[src/core/pmx_pkg.sv]
// pin function select: constants, field map and carrier types
// assumes a 50 MHz configuration clock and a 32-bit avalon-mm slave port
package pmx_pkg;

  // ---------------------------------------------------------------
  // bus and register map
  // ---------------------------------------------------------------
  localparam int          DATA_W     = 32;
  localparam int          ADDR_W     = 4;
  localparam int          BE_W       = DATA_W / 8;
  localparam logic [3:0]  OFS_WORD12 = 4'h0;
  localparam logic [3:0]  OFS_WORD13 = 4'h4;
  localparam logic [31:0] WORD12_RST = 32'h0000_0000;
  localparam logic [31:0] WORD13_RST = 32'h0000_0000;
  localparam logic [31:0] READ_ZERO  = 32'h0000_0000;
  localparam logic [1:0]  RESP_OKAY  = 2'h0;
  localparam logic [1:0]  RESP_DECERR = 2'h3;

  // ---------------------------------------------------------------
  // field positions (lsb of each 4-bit select field)
  // ---------------------------------------------------------------
  localparam int FIELD_W       = 4;
  localparam int W12_LSB_7_4   = 4;
  localparam int W12_LSB_3_0   = 0;
  localparam int W13_LSB_31_28 = 28;
  localparam int W13_LSB_27_24 = 24;
  localparam int W13_LSB_23_20 = 20;
  localparam int W13_LSB_19_16 = 16;
  localparam int W13_LSB_15_12 = 12;
  localparam int W13_LSB_11_8  = 8;
  localparam int W13_LSB_7_4   = 4;
  localparam int W13_LSB_3_0   = 0;

  // ---------------------------------------------------------------
  // pads and function slots
  // ---------------------------------------------------------------
  localparam int PAD_NUM  = 10;
  localparam int SLOT_NUM = 5;
  localparam int SLOT_C0  = 0;
  localparam int SLOT_C1  = 1;
  localparam int SLOT_C2  = 2;
  localparam int SLOT_C4  = 3;
  localparam int SLOT_C8  = 4;
  localparam logic [3:0] CODE_0  = 4'h0;
  localparam logic [3:0] CODE_1H = 4'h1;
  localparam logic [3:0] CODE_2H = 4'h2;
  localparam logic [3:0] CODE_4H = 4'h4;
  localparam logic [3:0] CODE_8H = 4'h8;

  // ---------------------------------------------------------------
  // carrier types
  // ---------------------------------------------------------------
  typedef struct packed {
    logic drive;
    logic dout;
  } pmx_fn_s;

  typedef struct packed {
    logic dout;
    logic oe_n;
  } pmx_pad_s;

  localparam pmx_fn_s  FN_OFF   = 2'h0;
  localparam pmx_pad_s PAD_HIZ  = 2'h1;

  // output-only function: always drives when chosen
  function automatic pmx_fn_s fn_drv(input logic d);
    fn_drv = '{drive: 1'b1, dout: d};
  endfunction : fn_drv

  // two-way function: peripheral decides when it drives
  function automatic pmx_fn_s fn_bidir(input logic en, input logic d);
    fn_bidir = '{drive: en, dout: d};
  endfunction : fn_bidir

endpackage : pmx_pkg

[src/core/pmx_code_decode.sv]
// pin function select: 4-bit select code to one-hot function slot
// assumes codes outside 0/1h/2h/4h/8h are reserved
`timescale 1ns/1ns
`default_nettype none

module pmx_code_decode (
  // select code
  input  wire logic [3:0] code_in,
  // one-hot slot, all zero for reserved codes
  output logic [4:0]      slot_sel_out
);

  always_comb
  begin
    slot_sel_out = 5'h00;
    case (code_in)
      pmx_pkg::CODE_0:  slot_sel_out[pmx_pkg::SLOT_C0] = 1'b1;
      pmx_pkg::CODE_1H: slot_sel_out[pmx_pkg::SLOT_C1] = 1'b1;
      pmx_pkg::CODE_2H: slot_sel_out[pmx_pkg::SLOT_C2] = 1'b1;
      pmx_pkg::CODE_4H: slot_sel_out[pmx_pkg::SLOT_C4] = 1'b1;
      pmx_pkg::CODE_8H: slot_sel_out[pmx_pkg::SLOT_C8] = 1'b1;
      default:          slot_sel_out = 5'h00;
    endcase
  end

endmodule : pmx_code_decode

`default_nettype wire

[src/core/pmx_pad_cell.sv]
// pin function select: one pad, five function slots
// assumes an unused slot is fed pmx_pkg::FN_OFF
`timescale 1ns/1ns
`default_nettype none

module pmx_pad_cell (
  // slot choice and sources
  input  wire logic [4:0]              slot_sel_in,
  input  wire pmx_pkg::pmx_fn_s [4:0]  slot_src_in,
  // pad side
  input  wire logic                    pad_level_in,
  output var  pmx_pkg::pmx_pad_s       pad_drive_out,
  // pad level back to the chosen slot only
  output logic [4:0]                   slot_level_out
);

  always_comb
  begin
    pad_drive_out = pmx_pkg::PAD_HIZ;
    for (int k = 0; k < 5; k++)
    begin
      if (slot_sel_in[k])
      begin
        pad_drive_out.dout = slot_src_in[k].dout;
        pad_drive_out.oe_n = ~slot_src_in[k].drive;
      end
    end
  end

  assign slot_level_out = slot_sel_in & {5{pad_level_in}};

endmodule : pmx_pad_cell

`default_nettype wire

[src/core/pmx_pin_function_select.sv]
// pin function select for ten pads behind two 32-bit select words
// assumes an avalon-mm master on clock_in and pads resolved outside
`timescale 1ns/1ns
`default_nettype none

module pmx_pin_function_select (
  // clock and reset
  input  wire logic                 clock_in,
  input  wire logic                 reset_n_in,
  // avalon-mm slave
  input  wire logic [3:0]           address_in,
  input  wire logic                 read_in,
  input  wire logic                 write_in,
  input  wire logic [3:0]           byteenable_in,
  input  wire logic [31:0]          writedata_in,
  output logic [31:0]               readdata_out,
  output logic [1:0]                response_out,
  output logic                      waitrequest_out,
  // pads
  input  wire logic [9:0]           pad_level_in,
  output var  pmx_pkg::pmx_pad_s [9:0] pad_drive_out,
  // external memory address bits 6 and 7
  input  wire logic [1:0]           ext_mem_addr_in,
  // gpio bank 5 bits 6 and 7
  input  wire logic [1:0]           gpio_bank5_dout_in,
  input  wire logic [1:0]           gpio_bank5_drive_in,
  output logic [1:0]                gpio_bank5_level_out,
  // gpio bank 6 bits 8 to 15
  input  wire logic [7:0]           gpio_bank6_dout_in,
  input  wire logic [7:0]           gpio_bank6_drive_in,
  output logic [7:0]                gpio_bank6_level_out,
  // real-time units
  input  wire logic [5:0]           rt_unit0_out_in,
  input  wire logic [4:0]           rt_unit1_out_in,
  output logic                      rt_unit1_in_out,
  // host port
  input  wire logic                 host_port_irq_in,
  input  wire logic                 host_port_rdy_in,
  output logic                      host_port_rw_strobe_out,
  output logic                      host_port_halfword_sel_out,
  output logic                      host_port_ctl1_out,
  output logic                      host_port_ctl0_out,
  output logic                      host_port_data_strobe2_out,
  output logic                      host_port_addr_strobe_out,
  // parallel port channel 1: wait, enable, begin, clock
  input  wire logic [3:0]           par_ch1_dout_in,
  input  wire logic [3:0]           par_ch1_drive_in,
  output logic [3:0]                par_ch1_level_out,
  // observation clock and reset output
  input  wire logic                 observe_clock0_in,
  input  wire logic                 reset_output_pin_in
);

  // ---------------------------------------------------------------
  // declarations
  // ---------------------------------------------------------------
  localparam int PAD_NUM  = pmx_pkg::PAD_NUM;
  localparam int SLOT_NUM = pmx_pkg::SLOT_NUM;
  localparam int FW       = pmx_pkg::FIELD_W;

  logic [31:0]            word12_ff;
  logic [31:0]            word13_ff;
  logic                   ack_ff;
  logic [31:0]            readdata_ff;
  logic [1:0]             response_ff;
  logic [31:0]            nxt_readdata;
  logic [1:0]             nxt_response;
  logic                   req;
  logic                   commit_wr;
  logic [31:0]            be_mask;
  logic [3:0]             pad_code [PAD_NUM];
  logic [SLOT_NUM-1:0]    slot_sel [PAD_NUM];
  logic [SLOT_NUM-1:0]    slot_lvl [PAD_NUM];
  pmx_pkg::pmx_fn_s [SLOT_NUM-1:0] slot_src [PAD_NUM];

  // ---------------------------------------------------------------
  // bus handshake: one wait cycle, then done
  // ---------------------------------------------------------------
  assign req             = read_in | write_in;
  assign waitrequest_out = req & ~ack_ff;
  assign commit_wr       = write_in & ack_ff;
  assign readdata_out    = readdata_ff;
  assign response_out    = response_ff;

  always_ff @(posedge clock_in)
  begin
    if (!reset_n_in)
    begin
      ack_ff <= 1'b0;
    end
    else
    begin
      ack_ff <= req & ~ack_ff;
    end
  end

  // ---------------------------------------------------------------
  // read path and decode answer
  // ---------------------------------------------------------------
  always_comb
  begin
    nxt_readdata = pmx_pkg::READ_ZERO;
    nxt_response = pmx_pkg::RESP_OKAY;
    case (address_in)
      pmx_pkg::OFS_WORD12: nxt_readdata = word12_ff;
      pmx_pkg::OFS_WORD13: nxt_readdata = word13_ff;
      default:             nxt_response = pmx_pkg::RESP_DECERR;
    endcase
  end

  always_ff @(posedge clock_in)
  begin
    if (!reset_n_in)
    begin
      readdata_ff <= pmx_pkg::READ_ZERO;
      response_ff <= pmx_pkg::RESP_OKAY;
    end
    else if (req && !ack_ff)
    begin
      readdata_ff <= read_in ? nxt_readdata : pmx_pkg::READ_ZERO;
      response_ff <= nxt_response;
    end
  end

  // ---------------------------------------------------------------
  // select words with byte enables
  // ---------------------------------------------------------------
  always_comb
  begin
    be_mask = 32'h0000_0000;
    for (int b = 0; b < 4; b++)
    begin
      be_mask[b*8 +: 8] = {8{byteenable_in[b]}};
    end
  end

  always_ff @(posedge clock_in)
  begin
    if (!reset_n_in)
    begin
      word12_ff <= pmx_pkg::WORD12_RST;
    end
    else if (commit_wr && address_in == pmx_pkg::OFS_WORD12)
    begin
      word12_ff <= (word12_ff & ~be_mask) | (writedata_in & be_mask);
    end
  end

  always_ff @(posedge clock_in)
  begin
    if (!reset_n_in)
    begin
      word13_ff <= pmx_pkg::WORD13_RST;
    end
    else if (commit_wr && address_in == pmx_pkg::OFS_WORD13)
    begin
      word13_ff <= (word13_ff & ~be_mask) | (writedata_in & be_mask);
    end
  end

  // ---------------------------------------------------------------
  // field to pad codes
  // ---------------------------------------------------------------
  assign pad_code[0] = word12_ff[pmx_pkg::W12_LSB_7_4   +: FW];
  assign pad_code[1] = word12_ff[pmx_pkg::W12_LSB_3_0   +: FW];
  assign pad_code[2] = word13_ff[pmx_pkg::W13_LSB_31_28 +: FW];
  assign pad_code[3] = word13_ff[pmx_pkg::W13_LSB_27_24 +: FW];
  assign pad_code[4] = word13_ff[pmx_pkg::W13_LSB_23_20 +: FW];
  assign pad_code[5] = word13_ff[pmx_pkg::W13_LSB_19_16 +: FW];
  assign pad_code[6] = word13_ff[pmx_pkg::W13_LSB_15_12 +: FW];
  assign pad_code[7] = word13_ff[pmx_pkg::W13_LSB_11_8  +: FW];
  assign pad_code[8] = word13_ff[pmx_pkg::W13_LSB_7_4   +: FW];
  assign pad_code[9] = word13_ff[pmx_pkg::W13_LSB_3_0   +: FW];

  // ---------------------------------------------------------------
  // function sources per pad slot
  // ---------------------------------------------------------------
  always_comb
  begin
    for (int p = 0; p < PAD_NUM; p++)
    begin
      slot_src[p] = {SLOT_NUM{pmx_pkg::FN_OFF}};
    end
    // pad 0
    slot_src[0][pmx_pkg::SLOT_C1] =
      pmx_pkg::fn_drv(ext_mem_addr_in[0]);
    slot_src[0][pmx_pkg::SLOT_C8] =
      pmx_pkg::fn_bidir(gpio_bank5_drive_in[0],
                        gpio_bank5_dout_in[0]);
    // pad 1
    slot_src[1][pmx_pkg::SLOT_C1] =
      pmx_pkg::fn_drv(ext_mem_addr_in[1]);
    slot_src[1][pmx_pkg::SLOT_C4] =
      pmx_pkg::fn_drv(rt_unit1_out_in[4]);
    slot_src[1][pmx_pkg::SLOT_C8] =
      pmx_pkg::fn_bidir(gpio_bank5_drive_in[1],
                        gpio_bank5_dout_in[1]);
    // pads 2 to 7: rt unit 0 outputs 26..31 on code 1h
    for (int p = 2; p < 8; p++)
    begin
      slot_src[p][pmx_pkg::SLOT_C1] =
        pmx_pkg::fn_drv(rt_unit0_out_in[p-2]);
    end
    // pads 2 to 5: parallel channel 1 on code 4h
    for (int p = 2; p < 6; p++)
    begin
      slot_src[p][pmx_pkg::SLOT_C4] =
        pmx_pkg::fn_bidir(par_ch1_drive_in[p-2],
                          par_ch1_dout_in[p-2]);
    end
    // pads 6 to 9: rt unit 1 outputs 11..14 on code 4h
    for (int p = 6; p < 10; p++)
    begin
      slot_src[p][pmx_pkg::SLOT_C4] =
        pmx_pkg::fn_drv(rt_unit1_out_in[p-6]);
    end
    // pads 2 to 9: gpio bank 6 bits 8..15 on code 8h
    for (int p = 2; p < 10; p++)
    begin
      slot_src[p][pmx_pkg::SLOT_C8] =
        pmx_pkg::fn_bidir(gpio_bank6_drive_in[p-2],
                          gpio_bank6_dout_in[p-2]);
    end
    // host port outputs
    slot_src[6][pmx_pkg::SLOT_C2] =
      pmx_pkg::fn_drv(host_port_irq_in);
    slot_src[7][pmx_pkg::SLOT_C2] =
      pmx_pkg::fn_drv(host_port_rdy_in);
    // observation clock
    slot_src[8][pmx_pkg::SLOT_C1] =
      pmx_pkg::fn_drv(observe_clock0_in);
    // reset output on both code 0 and code 1h
    slot_src[9][pmx_pkg::SLOT_C0] =
      pmx_pkg::fn_drv(reset_output_pin_in);
    slot_src[9][pmx_pkg::SLOT_C1] =
      pmx_pkg::fn_drv(reset_output_pin_in);
  end

  // ---------------------------------------------------------------
  // per-pad decode and routing
  // ---------------------------------------------------------------
  for (genvar g = 0; g < PAD_NUM; g++)
  begin : g_pad
    pmx_code_decode u_dec (
      .code_in      (pad_code[g]),
      .slot_sel_out (slot_sel[g])
    );

    pmx_pad_cell u_cell (
      .slot_sel_in    (slot_sel[g]),
      .slot_src_in    (slot_src[g]),
      .pad_level_in   (pad_level_in[g]),
      .pad_drive_out  (pad_drive_out[g]),
      .slot_level_out (slot_lvl[g])
    );
  end

  // ---------------------------------------------------------------
  // pad levels back to peripherals
  // ---------------------------------------------------------------
  assign gpio_bank5_level_out[0] =
    slot_lvl[0][pmx_pkg::SLOT_C8];
  assign gpio_bank5_level_out[1] =
    slot_lvl[1][pmx_pkg::SLOT_C8];

  for (genvar g = 0; g < 8; g++)
  begin : g_gp6
    assign gpio_bank6_level_out[g] =
      slot_lvl[g+2][pmx_pkg::SLOT_C8];
  end

  for (genvar g = 0; g < 4; g++)
  begin : g_par
    assign par_ch1_level_out[g] =
      slot_lvl[g+2][pmx_pkg::SLOT_C4];
  end

  assign rt_unit1_in_out =
    slot_lvl[2][pmx_pkg::SLOT_C0];
  assign host_port_rw_strobe_out =
    slot_lvl[2][pmx_pkg::SLOT_C2];
  assign host_port_halfword_sel_out =
    slot_lvl[3][pmx_pkg::SLOT_C2];
  assign host_port_ctl1_out =
    slot_lvl[4][pmx_pkg::SLOT_C2];
  assign host_port_ctl0_out =
    slot_lvl[5][pmx_pkg::SLOT_C2];
  assign host_port_data_strobe2_out =
    slot_lvl[8][pmx_pkg::SLOT_C2];
  assign host_port_addr_strobe_out =
    slot_lvl[9][pmx_pkg::SLOT_C2];

endmodule : pmx_pin_function_select

`default_nettype wire

[config.mk]
export PLATFORM = sky130hd
export DESIGN_NAME = pmx_pin_function_select
export DESIGN_NICKNAME = d
export VERILOG_FILES = /design/src/core/pmx_pkg.sv /design/src/core/pmx_code_decode.sv /design/src/core/pmx_pad_cell.sv /design/src/core/pmx_pin_function_select.sv
export SDC_FILE = /design/constraint.sdc
export NUM_CORES = 1
export LEC_CHECK = 0
export CAP_MARGIN = 25
export CORE_ASPECT_RATIO = 1.5
export CORE_MARGIN = 2
export CORE_UTILIZATION = 45
export CTS_CLUSTER_DIAMETER = 120
export DETAILED_ROUTE_END_ITERATION = 10
export DONT_BUFFER_PORTS = 1
export GPL_TIMING_DRIVEN = 0
export PLACE_DENSITY = 0.67
export SLEW_MARGIN = 10
export SYNTH_ARGS = -nofsm -noshare
export SYNTH_HDL_FRONTEND = slang
export SYNTH_HIERARCHICAL = 1
export SYNTH_SLANG_ARGS = --single-unit
[constraint.sdc]
create_clock -name clock_in -period 1.62 [get_ports clock_in]
set_input_delay 0.081 -clock clock_in [delete_from_list [all_inputs] [get_ports clock_in]]
set_output_delay 0.081 -clock clock_in [all_outputs]
set_load 0.05 [all_outputs]
Yosys cells after proc, flatten, opt, wreduce, memory -nomap -nowiden
Cells that the tools add are included.
Word-level totals
  register bits after elaboration: 99
  word-level logic and storage cells: 190
  input bits: 99
  output and inout bits: 76
Cells by class
  eq/ne operators: 41
  bitwise logic cells: 34
  muxes and demuxes: 94
  reduce and logical (&&, ||, !) cells: 16
Operators with widths (count)
  bitwise AND 32 bit: 3
  2-to-1 mux 2 bit: 42
  OR 32 bit: 2
  case mux 32 bit (2 select lines): 1
  bitwise AND 5 bit: 10
  2-to-1 mux 1 bit: 50
  == test 4 x 3 -> 1 bit (second input constant): 11
  zero test 4 bit: 11
  == test 4 x 1 -> 1 bit (second input constant): 10
  == test 4 x 2 -> 1 bit (second input constant): 10
  == test 4 bit (second input constant): 10
  2-to-1 mux 32 bit: 1
  NOT 32 bit: 1
  NOT 1 bit: 15
  logical AND 1 bit: 3
  bitwise AND 1 bit: 2
  OR reduction 2 bit: 1
  zero test 1 bit: 1
  OR 1 bit: 1

Logic depth before layout (Yosys ltp)
  depth after elaboration: 7
  mapped depth: 6
  depth with buffers taken out: 4

Modules after synthesis
Netlist, hierarchy kept.
Modules (own cells, without submodules)
  pmx_pin_function_select: seq. area each 1961.9 µm², cells each 374, instances 1, area each 4038.9 µm²
  pmx_pad_cell: seq. area each 0.0 µm², cells each 19, instances 10, area each 122.6 µm²
  pmx_code_decode: seq. area each 0.0 µm², cells each 5, instances 10, area each 41.3 µm²

Worst setup path before layout
OpenSTA, ideal clock, no wires.
  kind: reg2out
  start: register with a tool-made name
  end: output port pad_drive_out[10] in the netlist's numbering
  arrival: 1874 ps
  cell stages (with the launch flop): 4
  path slack: -335 ps
  cell sequence: dfxtp_1 nor4b_1 a221oi_1 o22ai_1
RTL lines
  to (decl): line pmx_pin_function_select.sv:21  | output var pmx_pkg::pmx_pad_s [9:0] pad_drive_out,

==> flow_summary.ini <==
[detailed_routing]
drt_iter0_drc = 140
vias = 5252
via_per_inst = 5.70
wl_per_cell_um = 19.4
dr.pass1.iters = 4
routed_wl_mm = 17.9
postRouteAntennaNets = 0
drc_errors = 0

[placed_design]
routabilityCongestion = 0.845
postPlaceCellArea_sq_mm = 0.00617
portBuffers = 0
hpwlAfterDp_mm = 10.9

[yosys]
yosysWarnings = 6
synth_area_per_cell_sq_um = 9.37
synthCells = 585
syn_area_sq_mm = 0.00548

[global_routing]
grt_pass1_vias = 5445
grt_max_degree = 18
grt.total_usage = 0.251
grt_pass1_wl_mm = 26.3
grt.overflow.total = 0
antenna_found_initial = 0

[die]
die_w_um = 94.1
rows = 49
core-area_sq_mm = 0.0120
ios = 175
start_util = 0.459
die_h_um = 139
die_area_sq_mm = 0.0131

[timing]
drv_slew = 0
relSlewSlack = 0.457
setup_viol = 27
tightestPinTransition_ns = 0.815
hold_viol = 0
min_period_over_period = 1.24
max_freq_mhz = 496
min_period_ns = 2.02
fin_hold_ws_ns = 0.0781
fin_ws_ns = -0.395
fin_worst_skew_ns = 0.00698
rsz0062_at_grt = true

[worst_setup_path]
critPathMaxFanout = 6
worstSetupPathType = flop to primary output
rr_worst_depth = 5
required_ns = 1.54
r2r_setup_slack_ns = 0.07
end_kind = primary output
r2r-start = ack_ff
r2r-end = readdata_out[25]
critPathLaunchType = flop
crit_arrival_ns = 1.93

[finish]
n_antenna_cell = 0
nFillCells = 850
layout.nets = 863
areaGrowthSynthToFinish_pct = 54.1
drive_gt1_frac = 0.390
fin_area_sq_mm = 0.00845
final_common_cell = nand2_1
most-common-layout-cells = 121 x nand2_1, 97 x mux2i_1, 72 x buf_4

[pwr]
p_per_area_mw_per_mm2 = 653
ir_worst_vdd_mv = 0.485
p_leak_uw = 0.00307

[min_path]
min_from = byteenable_in[3]
hold_depth = 3
hp-class = primary input to flop

[clock_network]
cts_root_buf = clkbuf_16
clock_path_buffers = 2
clock-sinks = 98
cts_tree = built
clock_latency_ns = 0.34
cts_max_level = 3
numCtsBuffers = 9
clk_pin_slew_ns = 0.07

[status]
violations = negative setup slack
status = finished with violations

[run]
drv_cap = 0
==> final cells by class <==
class | count | area, sq um | share of cell area
Multi-Input combinational cell | 480 | 4490 | 0.532
Sequential cell | 98 | 2100 | 0.249
Clock buffer | 9 | 225 | 0.0267
Timing Repair Buffer | 116 | 1020 | 0.120
Tap cell | 153 | 191 | 0.0227
Inverter | 30 | 125 | 0.0148
Clock inverter | 7 | 124 | 0.0147
Buffer | 29 | 171 | 0.0203
==> routing by layer <==
metal	GRT usage	wire (um)	part of all wire
met1	0.246	6130	0.34
met2	0.496	10100	0.57
met5	0	0	0
met3	0.0620	1070	0.060
met4	0.0816	595	0.033
==> where the power goes <==
group / total (uW) / internal (uW) / switching [uW] / leakage [uW]
logic: 654 / 239 / 415 / 0.00208
clock network: 2490 / 1520 / 961 / 0.000167
registers: 2380 / 2360 / 21.0 / 0.000821
total: 5520 / 4120 / 1400 / 0.00307
==> metrics by stage <==
stage / setup WS, ns / power, uW / TNS [ns] / cells / utilization
5_1_grt: -0.472 / 5690 / -7.89 / 922 / 0.707
3_3_place_gp: -0.269 / 2990 / -9.09 / 790 / 0.516
3_5_place_dp: -0.298 / 3000 / -12.15 / 790 / 0.516
2_1_floorplan: 0.0263 / 2930 / 0 / 637 / -
6_report: -0.395 / 5520 / -6.05 / 922 / 0.707
4_1_cts: -0.327 / 5500 / -5.19 / 893 / 0.667
==> worst max path at each step <==
stage                start  depth (start not counted)           endpoint  slack [ns]
floorplan             flop                          3  pad_drive_out[10]        0.03
global placement    ack_ff                          5   readdata_out[11]       -0.27
detailed placement  ack_ff                          5    readdata_out[9]       -0.30
CTS                   flop                          4  pad_drive_out[11]       -0.33
global route          flop                          4  pad_drive_out[19]       -0.47
finish                flop                          4  pad_drive_out[19]       -0.40
==> critical path, cell delays in order, from the launching register on <==
cell and delay [ns]:
dfxtp_4 0.39, nor4b_4 0.39, a21oi_1 0.11, a221o_1 0.35, a2bb2oi_4 0.35
==> timing repair <==
action                                 in CTS  in global routing
pin swaps                                  62                 53
hold buffers                               32                  0
buffers inserted                           56                 30
setup endpoints to repair                 113                 70
resized for setup                         190                 52
endpoints found under the hold margin      64                  0
(Power assumes the default switching activity.)
